$ cat config.mk
export PLATFORM = sky130hd
export DESIGN_NAME = odsp_port
export DESIGN_NICKNAME = d
export VERILOG_FILES = /design/src/rtl/odsp_pkg.sv /design/src/rtl/odsp_sync.sv /design/src/rtl/odsp_port.sv
export VERILOG_INCLUDE_DIRS = /design/src /design/src/rtl
export SDC_FILE = /design/constraint.sdc
export NUM_CORES = 1
export LEC_CHECK = 0
export ABC_AREA = 1
export BUFFER_PORTS_ARGS = -buffer_cell sky130_fd_sc_hd__buf_2
export CAP_MARGIN = 20
export CORE_MARGIN = 2
export CORE_UTILIZATION = 50
export DETAILED_ROUTE_END_ITERATION = 10
export PLACE_DENSITY = 0.73
export SYNTH_ARGS = -nofsm -noshare
export SYNTH_HDL_FRONTEND = slang
export SYNTH_HIERARCHICAL = 1
export SYNTH_SLANG_ARGS = --single-unit
$ cat constraint.sdc
create_clock -name clk_sys -period 5.1 [get_ports clk_sys]
set_clock_uncertainty 0.15 [all_clocks]
set_input_delay 1.02 -clock clk_sys [delete_from_list [all_inputs] [get_ports clk_sys]]
set_output_delay 1.02 -clock clk_sys [all_outputs]
set_load 0.005 [all_outputs]
$ cat src/rtl/odsp_defines.svh
`ifndef ODSP_DEFINES_SVH
`define ODSP_DEFINES_SVH
// frame layout, msb first, two leading bits ignored
`define ODSP_FRAME_BITS 16
`define ODSP_ADDR_MSB 13
`define ODSP_ADDR_LSB 11
`define ODSP_CTRL_MSB 10
`define ODSP_CTRL_LSB 8
`define ODSP_DATA_MSB 7
`define ODSP_DATA_LSB 0
// control codes
`define ODSP_CMD_NOP 3'h0
`define ODSP_CMD_CLEAR 3'h1
`define ODSP_CMD_SHDN 3'h2
`define ODSP_CMD_PHASE 3'h3
`define ODSP_CMD_LOAD_ALL 3'h4
`define ODSP_CMD_LOAD_IN 3'h5
`define ODSP_CMD_LOAD_UPD 3'h6
`define ODSP_CMD_SW_LOAD 3'h7
// reset values
`define ODSP_RST_CODE 8'h00
`define ODSP_RST_PHASE 1'b0
`define ODSP_RST_SHIFT 16'h0000
`define ODSP_RST_MASK 8'hff
// strobe minimum width, ns, and clk_sys cycles at 5 ns (rounded up)
`define ODSP_STROBE_MIN_NS 40
`define ODSP_CLK_NS 5
`define ODSP_STROBE_MIN_CYC ((`ODSP_STROBE_MIN_NS + `ODSP_CLK_NS - 1) / `ODSP_CLK_NS)
`endif

$ cat src/rtl/odsp_pkg.sv
package odsp_pkg;
  typedef logic [7:0] odsp_code_t;
  typedef logic [2:0] odsp_cmd_t;
  typedef logic [63:0] odsp_bank_t;
endpackage : odsp_pkg

$ cat src/rtl/odsp_sync.sv
`timescale 1ns/10ps
// three-stage synchroniser for one pin, with settled level and edges
module odsp_sync #(
  // reset level matches the pin's idle level, so no false edge follows reset
  parameter logic IDLE = 1'b0
) (
  // clock and reset
  input wire logic clk_sys,
  input wire logic rst,
  // pin side
  input wire logic pin,
  // settled level and edges
  output logic level,
  output logic rise,
  output logic fall
);
  logic s1_r; // metastability catcher, read only by s2_r
  logic s2_r;
  logic s3_r;
  logic lvl_r; // last agreed level

  // shift pin through three flops
  always_ff @(posedge clk_sys or posedge rst) begin
    if (rst) begin
      s1_r <= IDLE;
      s2_r <= IDLE;
      s3_r <= IDLE;
    end else begin
      s1_r <= pin;
      s2_r <= s1_r;
      s3_r <= s2_r;
    end
  end

  wire agree = (s2_r == s3_r); // stages two and three agree
  wire changed = agree && (s3_r != lvl_r);

  // settle the level once two and three agree
  always_ff @(posedge clk_sys or posedge rst) begin
    if (rst) begin
      lvl_r <= IDLE;
    end else if (agree) begin
      lvl_r <= s3_r;
    end
  end

  assign level = lvl_r;
  assign rise = changed && s3_r;
  assign fall = changed && !s3_r;
endmodule : odsp_sync

$ cat src/rtl/odsp_port.sv
`timescale 1ns/10ps
`include "odsp_defines.svh"
module odsp_port
  import odsp_pkg::*;
(
  // clock and reset
  input wire logic clk_sys,
  input wire logic rst,
  // serial link pins
  input wire logic sclk,
  input wire logic cs_n,
  input wire logic din,
  output logic dout,
  // asynchronous load pin
  input wire logic load_strobe_n,
  // channel codes, channel 0 in low byte
  output odsp_pkg::odsp_bank_t dac_codes,
  output odsp_pkg::odsp_bank_t input_codes,
  // status
  output logic phase_mode,
  output logic [7:0] shutdown_mask
);
  import odsp_pkg::*;

  ////////////////////////////////////////////////////////////////////////
  // pin synchronisers
  logic sclk_rise, sclk_fall;
  logic cs_lvl, cs_rise;
  logic din_lvl, ld_lvl;

  odsp_sync #(.IDLE(1'b0)) u_sync_sclk (.clk_sys(clk_sys), .rst(rst), .pin(sclk),
    .level(), .rise(sclk_rise), .fall(sclk_fall));
  odsp_sync #(.IDLE(1'b1)) u_sync_cs (.clk_sys(clk_sys), .rst(rst), .pin(cs_n),
    .level(cs_lvl), .rise(cs_rise), .fall());
  odsp_sync #(.IDLE(1'b0)) u_sync_din (.clk_sys(clk_sys), .rst(rst), .pin(din),
    .level(din_lvl), .rise(), .fall());
  odsp_sync #(.IDLE(1'b1)) u_sync_ld (.clk_sys(clk_sys), .rst(rst), .pin(load_strobe_n),
    .level(ld_lvl), .rise(), .fall());

  ////////////////////////////////////////////////////////////////////////
  // shift register
  logic [15:0] shift_r; // last sixteen bits taken
  logic dout_r; // serial output
  logic phase_r; // launch edge select
  logic cs_low_r; // select low, tracked from settled level

  // active frame: select settled low
  wire frame_on = !cs_lvl;
  wire shift_en = frame_on && sclk_rise;
  wire launch_edge = phase_r ? sclk_rise : sclk_fall;
  wire launch_en = frame_on && launch_edge;

  // din is settled a cycle before the rising edge flag, so sampling is aligned
  always_ff @(posedge clk_sys or posedge rst) begin
    if (rst) begin
      shift_r <= `ODSP_RST_SHIFT;
    end else if (shift_en) begin
      shift_r <= {shift_r[14:0], din_lvl};
    end
  end

  // msb leaves sixteen clocks after entry; in rising mode take it before the shift
  always_ff @(posedge clk_sys or posedge rst) begin
    if (rst) begin
      dout_r <= 1'b0;
    end else if (launch_en) begin
      dout_r <= shift_r[15];
    end
  end
  assign dout = dout_r; // always driven

  always_ff @(posedge clk_sys or posedge rst) begin
    if (rst) begin
      cs_low_r <= 1'b0;
    end else begin
      cs_low_r <= frame_on;
    end
  end

  ////////////////////////////////////////////////////////////////////////
  // command decode at select rising
  wire exec = cs_rise;
  wire [2:0] f_addr = shift_r[`ODSP_ADDR_MSB:`ODSP_ADDR_LSB];
  odsp_cmd_t f_ctrl;
  assign f_ctrl = shift_r[`ODSP_CTRL_MSB:`ODSP_CTRL_LSB];
  odsp_code_t f_data;
  assign f_data = shift_r[`ODSP_DATA_MSB:`ODSP_DATA_LSB];
  wire do_clear = exec && (f_ctrl == `ODSP_CMD_CLEAR);
  wire do_all = exec && (f_ctrl == `ODSP_CMD_LOAD_ALL);
  wire do_in = exec && (f_ctrl == `ODSP_CMD_LOAD_IN);
  wire do_upd = exec && (f_ctrl == `ODSP_CMD_LOAD_UPD);
  wire do_copy = exec && ((f_ctrl == `ODSP_CMD_SW_LOAD) ||
                          (f_ctrl == `ODSP_CMD_PHASE));
  wire do_phase = exec && (f_ctrl == `ODSP_CMD_PHASE);
  wire do_shdn = exec && (f_ctrl == `ODSP_CMD_SHDN);
  wire strobe_copy = !ld_lvl; // level-sensitive copy
  wire wake = do_clear || do_all || do_in || do_upd;

  // phase select
  always_ff @(posedge clk_sys or posedge rst) begin
    if (rst) begin
      phase_r <= `ODSP_RST_PHASE;
    end else if (do_phase) begin
      phase_r <= f_addr[2];
    end
  end
  assign phase_mode = phase_r;

  // shutdown mask, all enabled after reset
  logic [7:0] shdn_r;
  always_ff @(posedge clk_sys or posedge rst) begin
    if (rst) begin
      shdn_r <= `ODSP_RST_MASK;
    end else if (do_shdn) begin
      shdn_r <= f_data;
    end else if (wake) begin
      shdn_r <= `ODSP_RST_MASK;
    end
  end
  assign shutdown_mask = shdn_r;

  ////////////////////////////////////////////////////////////////////////
  // per-channel input and output registers
  genvar ch;
  generate
    for (ch = 0; ch < 8; ch++) begin : g_ch
      odsp_code_t in_r;
      odsp_code_t out_r;
      wire hit = (f_addr == 3'(ch));
      wire ld_in = do_all || ((do_in || do_upd) && hit);
      odsp_code_t in_nxt;
      assign in_nxt = do_clear ? `ODSP_RST_CODE : (ld_in ? f_data : in_r);
      // input register; code 000 leaves it alone
      always_ff @(posedge clk_sys or posedge rst) begin
        if (rst) begin
          in_r <= `ODSP_RST_CODE;
        end else begin
          in_r <= in_nxt;
        end
      end
      // output register; load-all updates outputs too
      always_ff @(posedge clk_sys or posedge rst) begin
        if (rst) begin
          out_r <= `ODSP_RST_CODE;
        end else if (do_clear) begin
          out_r <= `ODSP_RST_CODE;
        end else if (do_all || (do_upd && hit)) begin
          out_r <= f_data;
        end else if (do_copy || strobe_copy) begin
          out_r <= in_r;
        end
      end
      assign input_codes[ch*8 +: 8] = in_r;
      assign dac_codes[ch*8 +: 8] = out_r;
    end
  endgenerate

  ////////////////////////////////////////////////////////////////////////
  // checks
  chk_nop_holds: assert property (@(posedge clk_sys) disable iff (rst)
    (exec && f_ctrl == `ODSP_CMD_NOP && ld_lvl) |=> $stable(input_codes))
    else $error("nop changed an input register");
  chk_no_exec_low: assert property (@(posedge clk_sys) disable iff (rst)
    (frame_on && !exec) |=> $stable(input_codes))
    else $error("input register changed while select low");
  chk_idle_dout: assert property (@(posedge clk_sys) disable iff (rst)
    (!frame_on && cs_low_r == 1'b0) |=> $stable(dout))
    else $error("output moved while select high");
  chk_shift_in: assert property (@(posedge clk_sys) disable iff (rst)
    shift_en |=> (shift_r[0] == $past(din_lvl)))
    else $error("shift register missed sampled bit");
  chk_idle_shift: assert property (@(posedge clk_sys) disable iff (rst)
    !frame_on |=> $stable(shift_r))
    else $error("shift register moved while select high");
  chk_dout_msb: assert property (@(posedge clk_sys) disable iff (rst)
    launch_en |=> (dout == $past(shift_r[15])))
    else $error("output not taken from last stage");
  chk_launch_edge: assert property (@(posedge clk_sys) disable iff (rst)
    $changed(dout) |-> $past(frame_on && (phase_r ? sclk_rise : sclk_fall)))
    else $error("output changed on wrong edge");
  chk_strobe_copy: assert property (@(posedge clk_sys) disable iff (rst)
    (strobe_copy && !exec) |=> (dac_codes == $past(input_codes)))
    else $error("strobe did not copy inputs");
  chk_clear_all: assert property (@(posedge clk_sys) disable iff (rst)
    do_clear |=> (input_codes == 64'h0 && dac_codes == 64'h0))
    else $error("clear left a register set");
  chk_phase_set: assert property (@(posedge clk_sys) disable iff (rst)
    do_phase |=> (phase_r == $past(f_addr[2])))
    else $error("phase not taken from address bit");
  chk_sw_copy: assert property (@(posedge clk_sys) disable iff (rst)
    (exec && f_ctrl == `ODSP_CMD_SW_LOAD) |=> (dac_codes == $past(input_codes)))
    else $error("copy command missed a channel");
  // clear, load-all, load-input and load-update commands bring every channel out of shutdown
  chk_mask_wake: assert property (@(posedge clk_sys) disable iff (rst)
    wake |=> (shutdown_mask == `ODSP_RST_MASK))
    else $error("load command left channels shut down");
  cov_frame_exec: cover property (@(posedge clk_sys) disable iff (rst) do_upd);
  cov_phase_one: cover property (@(posedge clk_sys) disable iff (rst) do_phase && f_addr[2]);
  cov_strobe: cover property (@(posedge clk_sys) disable iff (rst) strobe_copy);
  cov_load_all: cover property (@(posedge clk_sys) disable iff (rst) do_all);
endmodule : odsp_port

* Word-level counts from Yosys, hierarchy flattened
Index checks and enable logic that the tools add are counted. W data, S select, Z words.
Operators by class: reduce and logical (&&, ||, !) cells 73, divide/modulo/power cells 0, equal/unequal tests 20, magnitude comparators 0, bitwise gates (word level) 0, multipliers 0, add/subtract/negate cells 0, shifts and indexed selects 0, multiplexer cells 43
Operators by type and width (count):
- $mux W8 | 42
- $logic_and A1 B1 Y1 | 30
- $eq A3 B3 Y1 const B | 8
- $reduce_bool A3 Y1 | 8
- $logic_or A1 B1 Y1 | 22
- $reduce_bool A2 Y1 | 9
- $eq A3 B2 Y1 const B | 4
- $eq A3 B1 Y1 const B | 2
- $eq A1 B1 Y1 | 4
- $logic_not A1 Y1 | 3
- $logic_not A3 Y1 | 1
- $ne A1 B1 Y1 | 2
- $mux W1 | 1
Word-level totals: bits in read-only memories 0, latch bits 0, flip-flop bits (word level) 170, memories 0, word-level logic and storage cells 172, memory bits (writable) 0

* Logic depth before layout (Yosys ltp)
Gate-level depths: netlist of run 1.
depth in word-level cells 9, gate-level depth with buffers 11, gate-level depth less buffers 10

* By module
Netlist of run 1, hierarchy kept.
Modules (own cells, without submodules):
- odsp_port | cells an instance 881, instances 1, seq. area each 3863.7 um2, area each 7010.5 um2
- odsp_sync at u_sync_cs ... | cells an instance 11, instances 2, seq. area each 105.1 um2, area each 133.9 um2
- odsp_sync at u_sync_din ... | cells an instance 11, instances 2, seq. area each 100.1 um2, area each 128.9 um2

* Worst setup path after synthesis of run 1
Ideal clock, no wire load.
kind register to register, start reg u_sync_cs.s2_r, end reg g_ch[0].in_r[0], stages on the path, launching flop included 11, period minus slack after synthesis 2.075 ns, arrival 1.808 ns, path slack 3.025 ns, data required time 4.833 ns, cell sequence dfstp_2 -> nand2_1 -> nor2_1 -> inv_2 -> nor2_1 -> nand2_1 -> nand2_2 -> clkinv_1 -> clkbuf_1 -> nand3_1 -> nand2_1
On the way: cells in the longest elaborated chain, start to end 8, elaborated cells on any way between the ends 12, those cells by class 1 x eq/ne; 1 x mux; 10 x reduce/logical
Ends and longest elaborated chain:
- start, declared | line odsp_sync.sv:18 | logic s2_r;
- start signal, assigned | line odsp_sync.sv:30 | s2_r <= s1_r;
- $eq A1 B1 Y1 (*) | line odsp_sync.sv:35 | wire agree = (s2_r == s3_r);
- $logic_and A1 B1 Y1 (*) | line odsp_sync.sv:36 | wire changed = agree && (s3_r != lvl_r);
- $logic_and A1 B1 Y1 (*) | line odsp_sync.sv:48 | assign rise = changed && s3_r;
- net cs_rise | line odsp_port.sv:28 | logic cs_lvl, cs_rise;
- $logic_and A1 B1 Y1 (on tied branches) | line odsp_port.sv:90, odsp_port.sv:91
- $logic_or A1 B1 Y1 | line odsp_port.sv:130 | wire ld_in = do_all || ((do_in || do_upd) && hit);
- $logic_and A1 B1 Y1 | line odsp_port.sv:130
- $logic_or A1 B1 Y1 | line odsp_port.sv:130
- $reduce_bool A2 Y1 (no line)
- end signal, assigned | line odsp_port.sv:136 | in_r <= `ODSP_RST_CODE;
- end signal, assigned | line odsp_port.sv:138 | in_r <= in_nxt;
- end, declared | line odsp_port.sv:127 | odsp_code_t in_r;
Mark *: on every way through the listed nets, which the timed path passes. The rest lies on a longest branch. A chain may end at the register's enable or synchronous reset.

* Worst setup path after layout of run 1
start reg u_sync_cs.s2_r, end reg g_ch[0].in_r[7]
Same word-level chain as after synthesis.

==> results.json, run 1 <==
{
  "cts_tree": "done",
  "power_mw": 3.385,
  "fillers": 1257,
  "grt_pass1_vias": 6052,
  "dp_hpwl_mm": 13.16,
  "vias": 6610,
  "max_clock_freq_mhz": 311.3,
  "powerDensity_mw_per_mm2": 375.1,
  "nets": 1065,
  "cts_setup_buffers": 0,
  "grt_usage_pct": 25.97,
  "port_buffers": 143,
  "root_buffer": "clkbuf_16",
  "leakagePower_nw": 5.237,
  "seq_area_mm2": 0.004274,
  "fin_hold_ws_ns": 0.1995,
  "core-area_mm2": 0.01459,
  "finalSetupTns_ns": 0,
  "start_util_pct": 51.50,
  "cap_viol_max_count": 0,
  "routed_wl_mm": 20.23,
  "path_max_fanout": 27,
  "antenna_found_initial": 0,
  "vdd_drop_max_mv": 0.2615,
  "grt_overflow_total": 0,
  "die_area_mm2": 0.01602,
  "wl_per_cell_um": 16.12,
  "dr.pass1.iters": 5,
  "layout-drive-gt1-share_pct": 22.22,
  "area_delta_synth_final_pct": 20.08,
  "cp-start-kind": "flip-flop",
  "route.detailed.drc": 0,
  "ioPinCount": 144,
  "drv_slew": 0,
  "status": "finished clean",
  "fin_crit_ns": 3.213,
  "grt_max_degree": 77,
  "rsz0062_at_grt": "false",
  "period_share_pct": 62.99,
  "postRouteAntennaNets": 0,
  "worst_hold_path_type": "reg -> reg",
  "post-place-ws_ns": 1.958,
  "finalSetupViolCount": 0,
  "syn_nets": 926,
  "clock_sinks": 170,
  "hold_viol_final": 0,
  "vias_per_cell": 5.267,
  "netlist_instances": 920,
  "chipHeight_um": 126.6,
  "cp.required_ns": 5.32,
  "diodes": 0,
  "slew_headroom_pct": 31.70,
  "yosysWarnings": 6,
  "worstMarginPinSlew_ns": 1.024,
  "arrival_ns": 3.43,
  "syn_area_mm2": 0.007513,
  "multi_input_comb_area_mm2": 0.002972,
  "avgSynthCellArea_um2": 8.167,
  "fin_ws_ns": 1.887,
  "die-width_um": 126.6,
  "grt_pass1_wl_mm": 32.47,
  "drt-initial-drc-count": 577,
  "place.gp.congestion": 0.8801,
  "cts_hold_buf": 0,
  "final_core_util_pct": 61.84,
  "critPathKind": "reg -> reg",
  "placement_rows": 44,
  "clk_pin_slew_ns": 0.06,
  "endpoint_kind": "flip-flop",
  "htreeDepth": 4,
  "cts_buffers": 17,
  "clockBufferDepth": 2,
  "insertion_delay_ns": 0.43,
  "cts_resized": 0
}
-- power breakdown --
part	internal, mW	switching [mW]	leakage, nW
Clock	0.843	0.533	0.295
Sequential	1.44	0.185	2.28
Combinational	0.108	0.275	2.66
Total	2.39	0.993	5.24
-- layout make-up --
| type | instances | area share, % |
|---|---|---|
| Multi-Input combinational cell | 685 | 32.94 |
| Clock inverter | 11 | 1.872 |
| Sequential cell | 170 | 47.37 |
| Timing Repair Buffer | 148 | 8.626 |
| Tap cell | 184 | 2.552 |
| Inverter | 37 | 1.581 |
| Clock buffer | 20 | 5.062 |
-- worst max-delay path, cell delays in order (launching register included) --
cell	delay, ns
dfstp_2	0.54
nand2_1	0.07
nor2_1	0.25
inv_2	0.08
nor2_1	0.17
nand2_1	0.30
nand2_2	0.27
clkinv_1	0.61
nand2_1	0.52
nand2_1	0.10
nand2_1	0.07
-- path summary, 6_finish.rpt --
| path | start | endpoint | slack, ns | cells past startpoint |
|---|---|---|---|---|
| max in group asynchronous | rst | g_ch[3].out_r[0]$_DFFE_PP0P_ | 3.53 | 4 |
| worst max register to register | u_sync_cs/s2_r$_DFF_PP1_ | g_ch[0].in_r[7]$_DFFE_PP0P_ | 1.89 | 10 |
| worst max-delay path | u_sync_cs/s2_r$_DFF_PP1_ | g_ch[0].in_r[7]$_DFFE_PP0P_ | 1.89 | 10 |
| worst min-delay path | u_sync_cs/s1_r$_DFF_PP1_ | u_sync_cs/s2_r$_DFF_PP1_ | 0.20 | 0 |
| min in group asynchronous | rst | u_sync_sclk/s3_r$_DFF_PP0_ | 0.38 | 2 |
| worst min register to register | u_sync_cs/s1_r$_DFF_PP1_ | u_sync_cs/s2_r$_DFF_PP1_ | 0.20 | 0 |
-- per-stage QoR --
step	instance area, um2	instances
after floorplan	7517	920
after global placement	8377	1223
after detailed placement	8377	1223
after CTS	9002	1254
after global routing	9022	1255
final	9022	1255
-- cells in the final DEF, fill, tap and decap left out --
cell        count
nand3_4         1
nor2_2          7
dfstp_2        16
a31oi_1         1
buf_2         143
nor2_1         19
clkinv_1        1
clkinvlp_4      5
buf_12          2
a21oi_4         1
clkbuf_8        2
clkbuf_16      17
a21oi_1        20
nor2_4         10
dfrtp_1       154
nor3_1         10
clkbuf_1        1
clkinv_2        2
nand2_1       451
inv_1          32
nand3_1        88
buf_4           3
inv_2           3
inv_6           1
a21oi_2         3
nand2_2        18
nand4_1         1
o21ai_0        55
bufinv_16       4
-- routing by layer --
| layer | track usage, % | part of all wire, % | wire, um |
|---|---|---|---|
| met5 | 0 | 0 | 0 |
| met4 | 12.54 | 3.5 | 699 |
| met3 | 5.103 | 7.2 | 1447 |
| met2 | 38.06 | 45 | 9063 |
| met1 | 37.36 | 45 | 9017 |
-- flip-flops by register name, summed over array words and instances (netlist names) --
| name | cells |
|---|---|
| u_sync_din/s3_r | 1 |
| u_sync_ld/s3_r | 1 |
| g_ch.out_r | 64 |
| u_sync_cs/level | 1 |
| u_sync_ld/level | 1 |
| u_sync_sclk/s2_r | 1 |
| u_sync_din/level | 1 |
| u_sync_sclk/s1_r | 1 |
| dout | 1 |
| u_sync_cs/s3_r | 1 |
| u_sync_cs/s2_r | 1 |
| phase_mode | 1 |
| u_sync_din/s2_r | 1 |
| g_ch.in_r | 64 |
| u_sync_sclk/s3_r | 1 |
| u_sync_ld/s2_r | 1 |
| u_sync_ld/s1_r | 1 |
| u_sync_sclk/level | 1 |
| u_sync_cs/s1_r | 1 |
| shutdown_mask | 8 |
| shift_r | 16 |
| u_sync_din/s1_r | 1 |
(Power assumes the default switching activity.)
==> run 2: changes to the inputs <==
PLACE_DENSITY = 0.7   (was 0.73)
clock period = 3.3 ns   (was 5.1 ns; I/O delays follow)
==> run 2 against run 1 <==
  * First-iteration DRC count increased by 0.52%
  * Flip-flop and latch count unchanged
  * Via count unchanged
  * Non-clock buffer count increased by 2
  * Die area unchanged
  * Routed wire length decreased by 0.55%
  * Critical path type unchanged
  * Cell count increased by 0.24%
  * Power increased by 52%
  * Critical endpoint is now g_ch[1].in_r[7]$_DFFE_PP0P_
==> results.json, run 2 (same netlist as run 1, synthesis figures left out) <==
{
  "rrSetupSlack_ns": 0.45,
  "reg_top3": "g_ch.in_r x64, g_ch.out_r x64, shift_r x16",
  "chipHeight_um": 126.6,
  "dpl-instance-area_mm2": 0.008412,
  "leakagePower_nw": 5.252,
  "powerDensity_mw_per_mm2": 569.4,
  "place.gp.congestion": 0.8233,
  "cp.required_ns": 3.52,
  "arrival_ns": 3.07,
  "grt_pass1_wl_mm": 31.60,
  "rsz0062_at_grt": "false",
  "dp_hpwl_mm": 13.17,
  "clk_pin_slew_ns": 0.06,
  "grt_usage_pct": 25.35,
  "cts_resized": 0,
  "finalSetupTns_ns": 0,
  "fin_crit_ns": 2.850,
  "root_buffer": "clkbuf_16",
  "cts_tree": "done",
  "mostFrequentLayoutCell": "nand2_1",
  "core-area_mm2": 0.01459,
  "final_cell_mix": "451 x nand2_1, 154 x dfrtp_1, 143 x buf_2, 88 x nand3_1, 55 x o21ai_0",
  "finish.instance_area_mm2": 0.009015,
  "status": "finished clean",
  "antenna_found_initial": 0,
  "finalSetupViolCount": 0,
  "ioPinCount": 144,
  "place_inst": 1226,
  "fin_ws_ns": 0.4503,
  "worstRegToRegCells": 10,
  "grt_max_degree": 155,
  "critPathKind": "reg -> reg",
  "postRouteAntennaNets": 0,
  "vdd_drop_max_mv": 0.4176,
  "drt-initial-drc-count": 580,
  "die-width_um": 126.6,
  "slew_headroom_pct": 39.59,
  "placement_rows": 44,
  "max_clock_freq_mhz": 350.9,
  "routed_wl_mm": 20.12,
  "insertion_delay_ns": 0.43,
  "htreeDepth": 4,
  "vias_per_cell": 5.254,
  "area_delta_synth_final_pct": 19.98,
  "cts_hold_buf": 0,
  "start_util_pct": 51.50,
  "route.detailed.drc": 0,
  "endpoint_kind": "flip-flop",
  "clock_sinks": 170,
  "path_max_fanout": 14,
  "cp-start-kind": "flip-flop",
  "period_share_pct": 86.35,
  "cap_viol_max_count": 0,
  "clockBufferDepth": 2,
  "worstMarginPinSlew_ns": 0.9040,
  "worst_hold_path_type": "in -> async",
  "r2r_start": "u_sync_cs/s2_r$_DFF_PP1_",
  "grt_pass1_vias": 5936,
  "hold_viol_final": 0,
  "drv_slew": 0,
  "vias": 6610,
  "diodes": 0,
  "port_buffers": 143,
  "regToRegEndpoint": "g_ch[1].in_r[7]$_DFFE_PP0P_",
  "cts_buffers": 17,
  "cts_setup_buffers": 0,
  "post-place-ws_ns": 0.4902,
  "fillers": 1306,
  "nets": 1067,
  "grt_overflow_total": 0,
  "dr.pass1.iters": 5,
  "critPathLaunch": "u_sync_cs/s2_r$_DFF_PP1_",
  "die_area_mm2": 0.01602,
  "layout-drive-gt1-share_pct": 22.35,
  "wl_per_cell_um": 15.99,
  "final_cells": 1258
}
run 2: cell count changes in the layout (fill, tap and decap cells not counted):
cell / previous run / this run
clkinvlp_4: 5 / 2
bufinv_16: 4 / 2
buf_4: 3 / 5
inv_6: 1 / 0
clkbuf_8: 2 / 6
clkbuf_1: 1 / 2
clkinv_2: 2 / 4
run 2: where the power goes:
part	internal, mW	switching (mW)
Clock	1.23	0.796
Combinational	0.169	0.447
Sequential	2.23	0.262
run 2: through the flow:
step	hold slack [ns]	utilization (%)	total power, mW
after detailed placement	0.1905	57.66	3.131
after global placement	0.1844	57.66	3.122
after floorplan	0.1812	-	2.784
after global routing	0.01886	61.79	5.335
final	0.009800	61.79	5.133
after CTS	0.002806	61.79	5.144
run 2: worst max-delay path by stage:
stage | cells past startpoint | slack, ns | end
after CTS | 10 | 0.52 | g_ch[1].in_r[7]$_DFFE_PP0P_
after global routing | 10 | 0.23 | g_ch[7].in_r[2]$_DFFE_PP0P_
after floorplan | 1 | 0.55 | dout$_DFFE_PP0P_
after detailed placement | 10 | 0.49 | g_ch[1].in_r[5]$_DFFE_PP0P_
final | 10 | 0.45 | g_ch[1].in_r[7]$_DFFE_PP0P_
after global placement | 10 | 0.63 | g_ch[1].in_r[2]$_DFFE_PP0P_
run 2: cell type report:
type                    instances  area, um2  area share, %
repair buffers                150      793.3          8.799
multi-input cells             685       2972          32.96
inverters                      37      142.6          1.582
flip-flops and latches        170       4274          47.41
clock inverters                 7      87.58         0.9715
well taps                     184      230.2          2.554
clock buffers                  25      515.5          5.718
run 2: layer usage:
layer	part of all wire [%]	GRT usage, %	vias to the layer above	wire (um)
met3	7.3	4.850	27	1461
met5	0	0	-	0
met2	45	38.03	260	8965
met1	46	37.58	3127	9325
li1	-	-	3196	-
met4	1.8	7.951	0	362
run 2: critical path, stage by stage (launching register included):
cell and delay [ns]:
dfstp_2 0.55, nand2_1 0.07, nor2_1 0.26, inv_2 0.09, nor2_1 0.17, nand2_1 0.29
nand2_2 0.27, clkinv_1 0.38, nand2_1 0.37, nand2_1 0.11, nand2_1 0.08
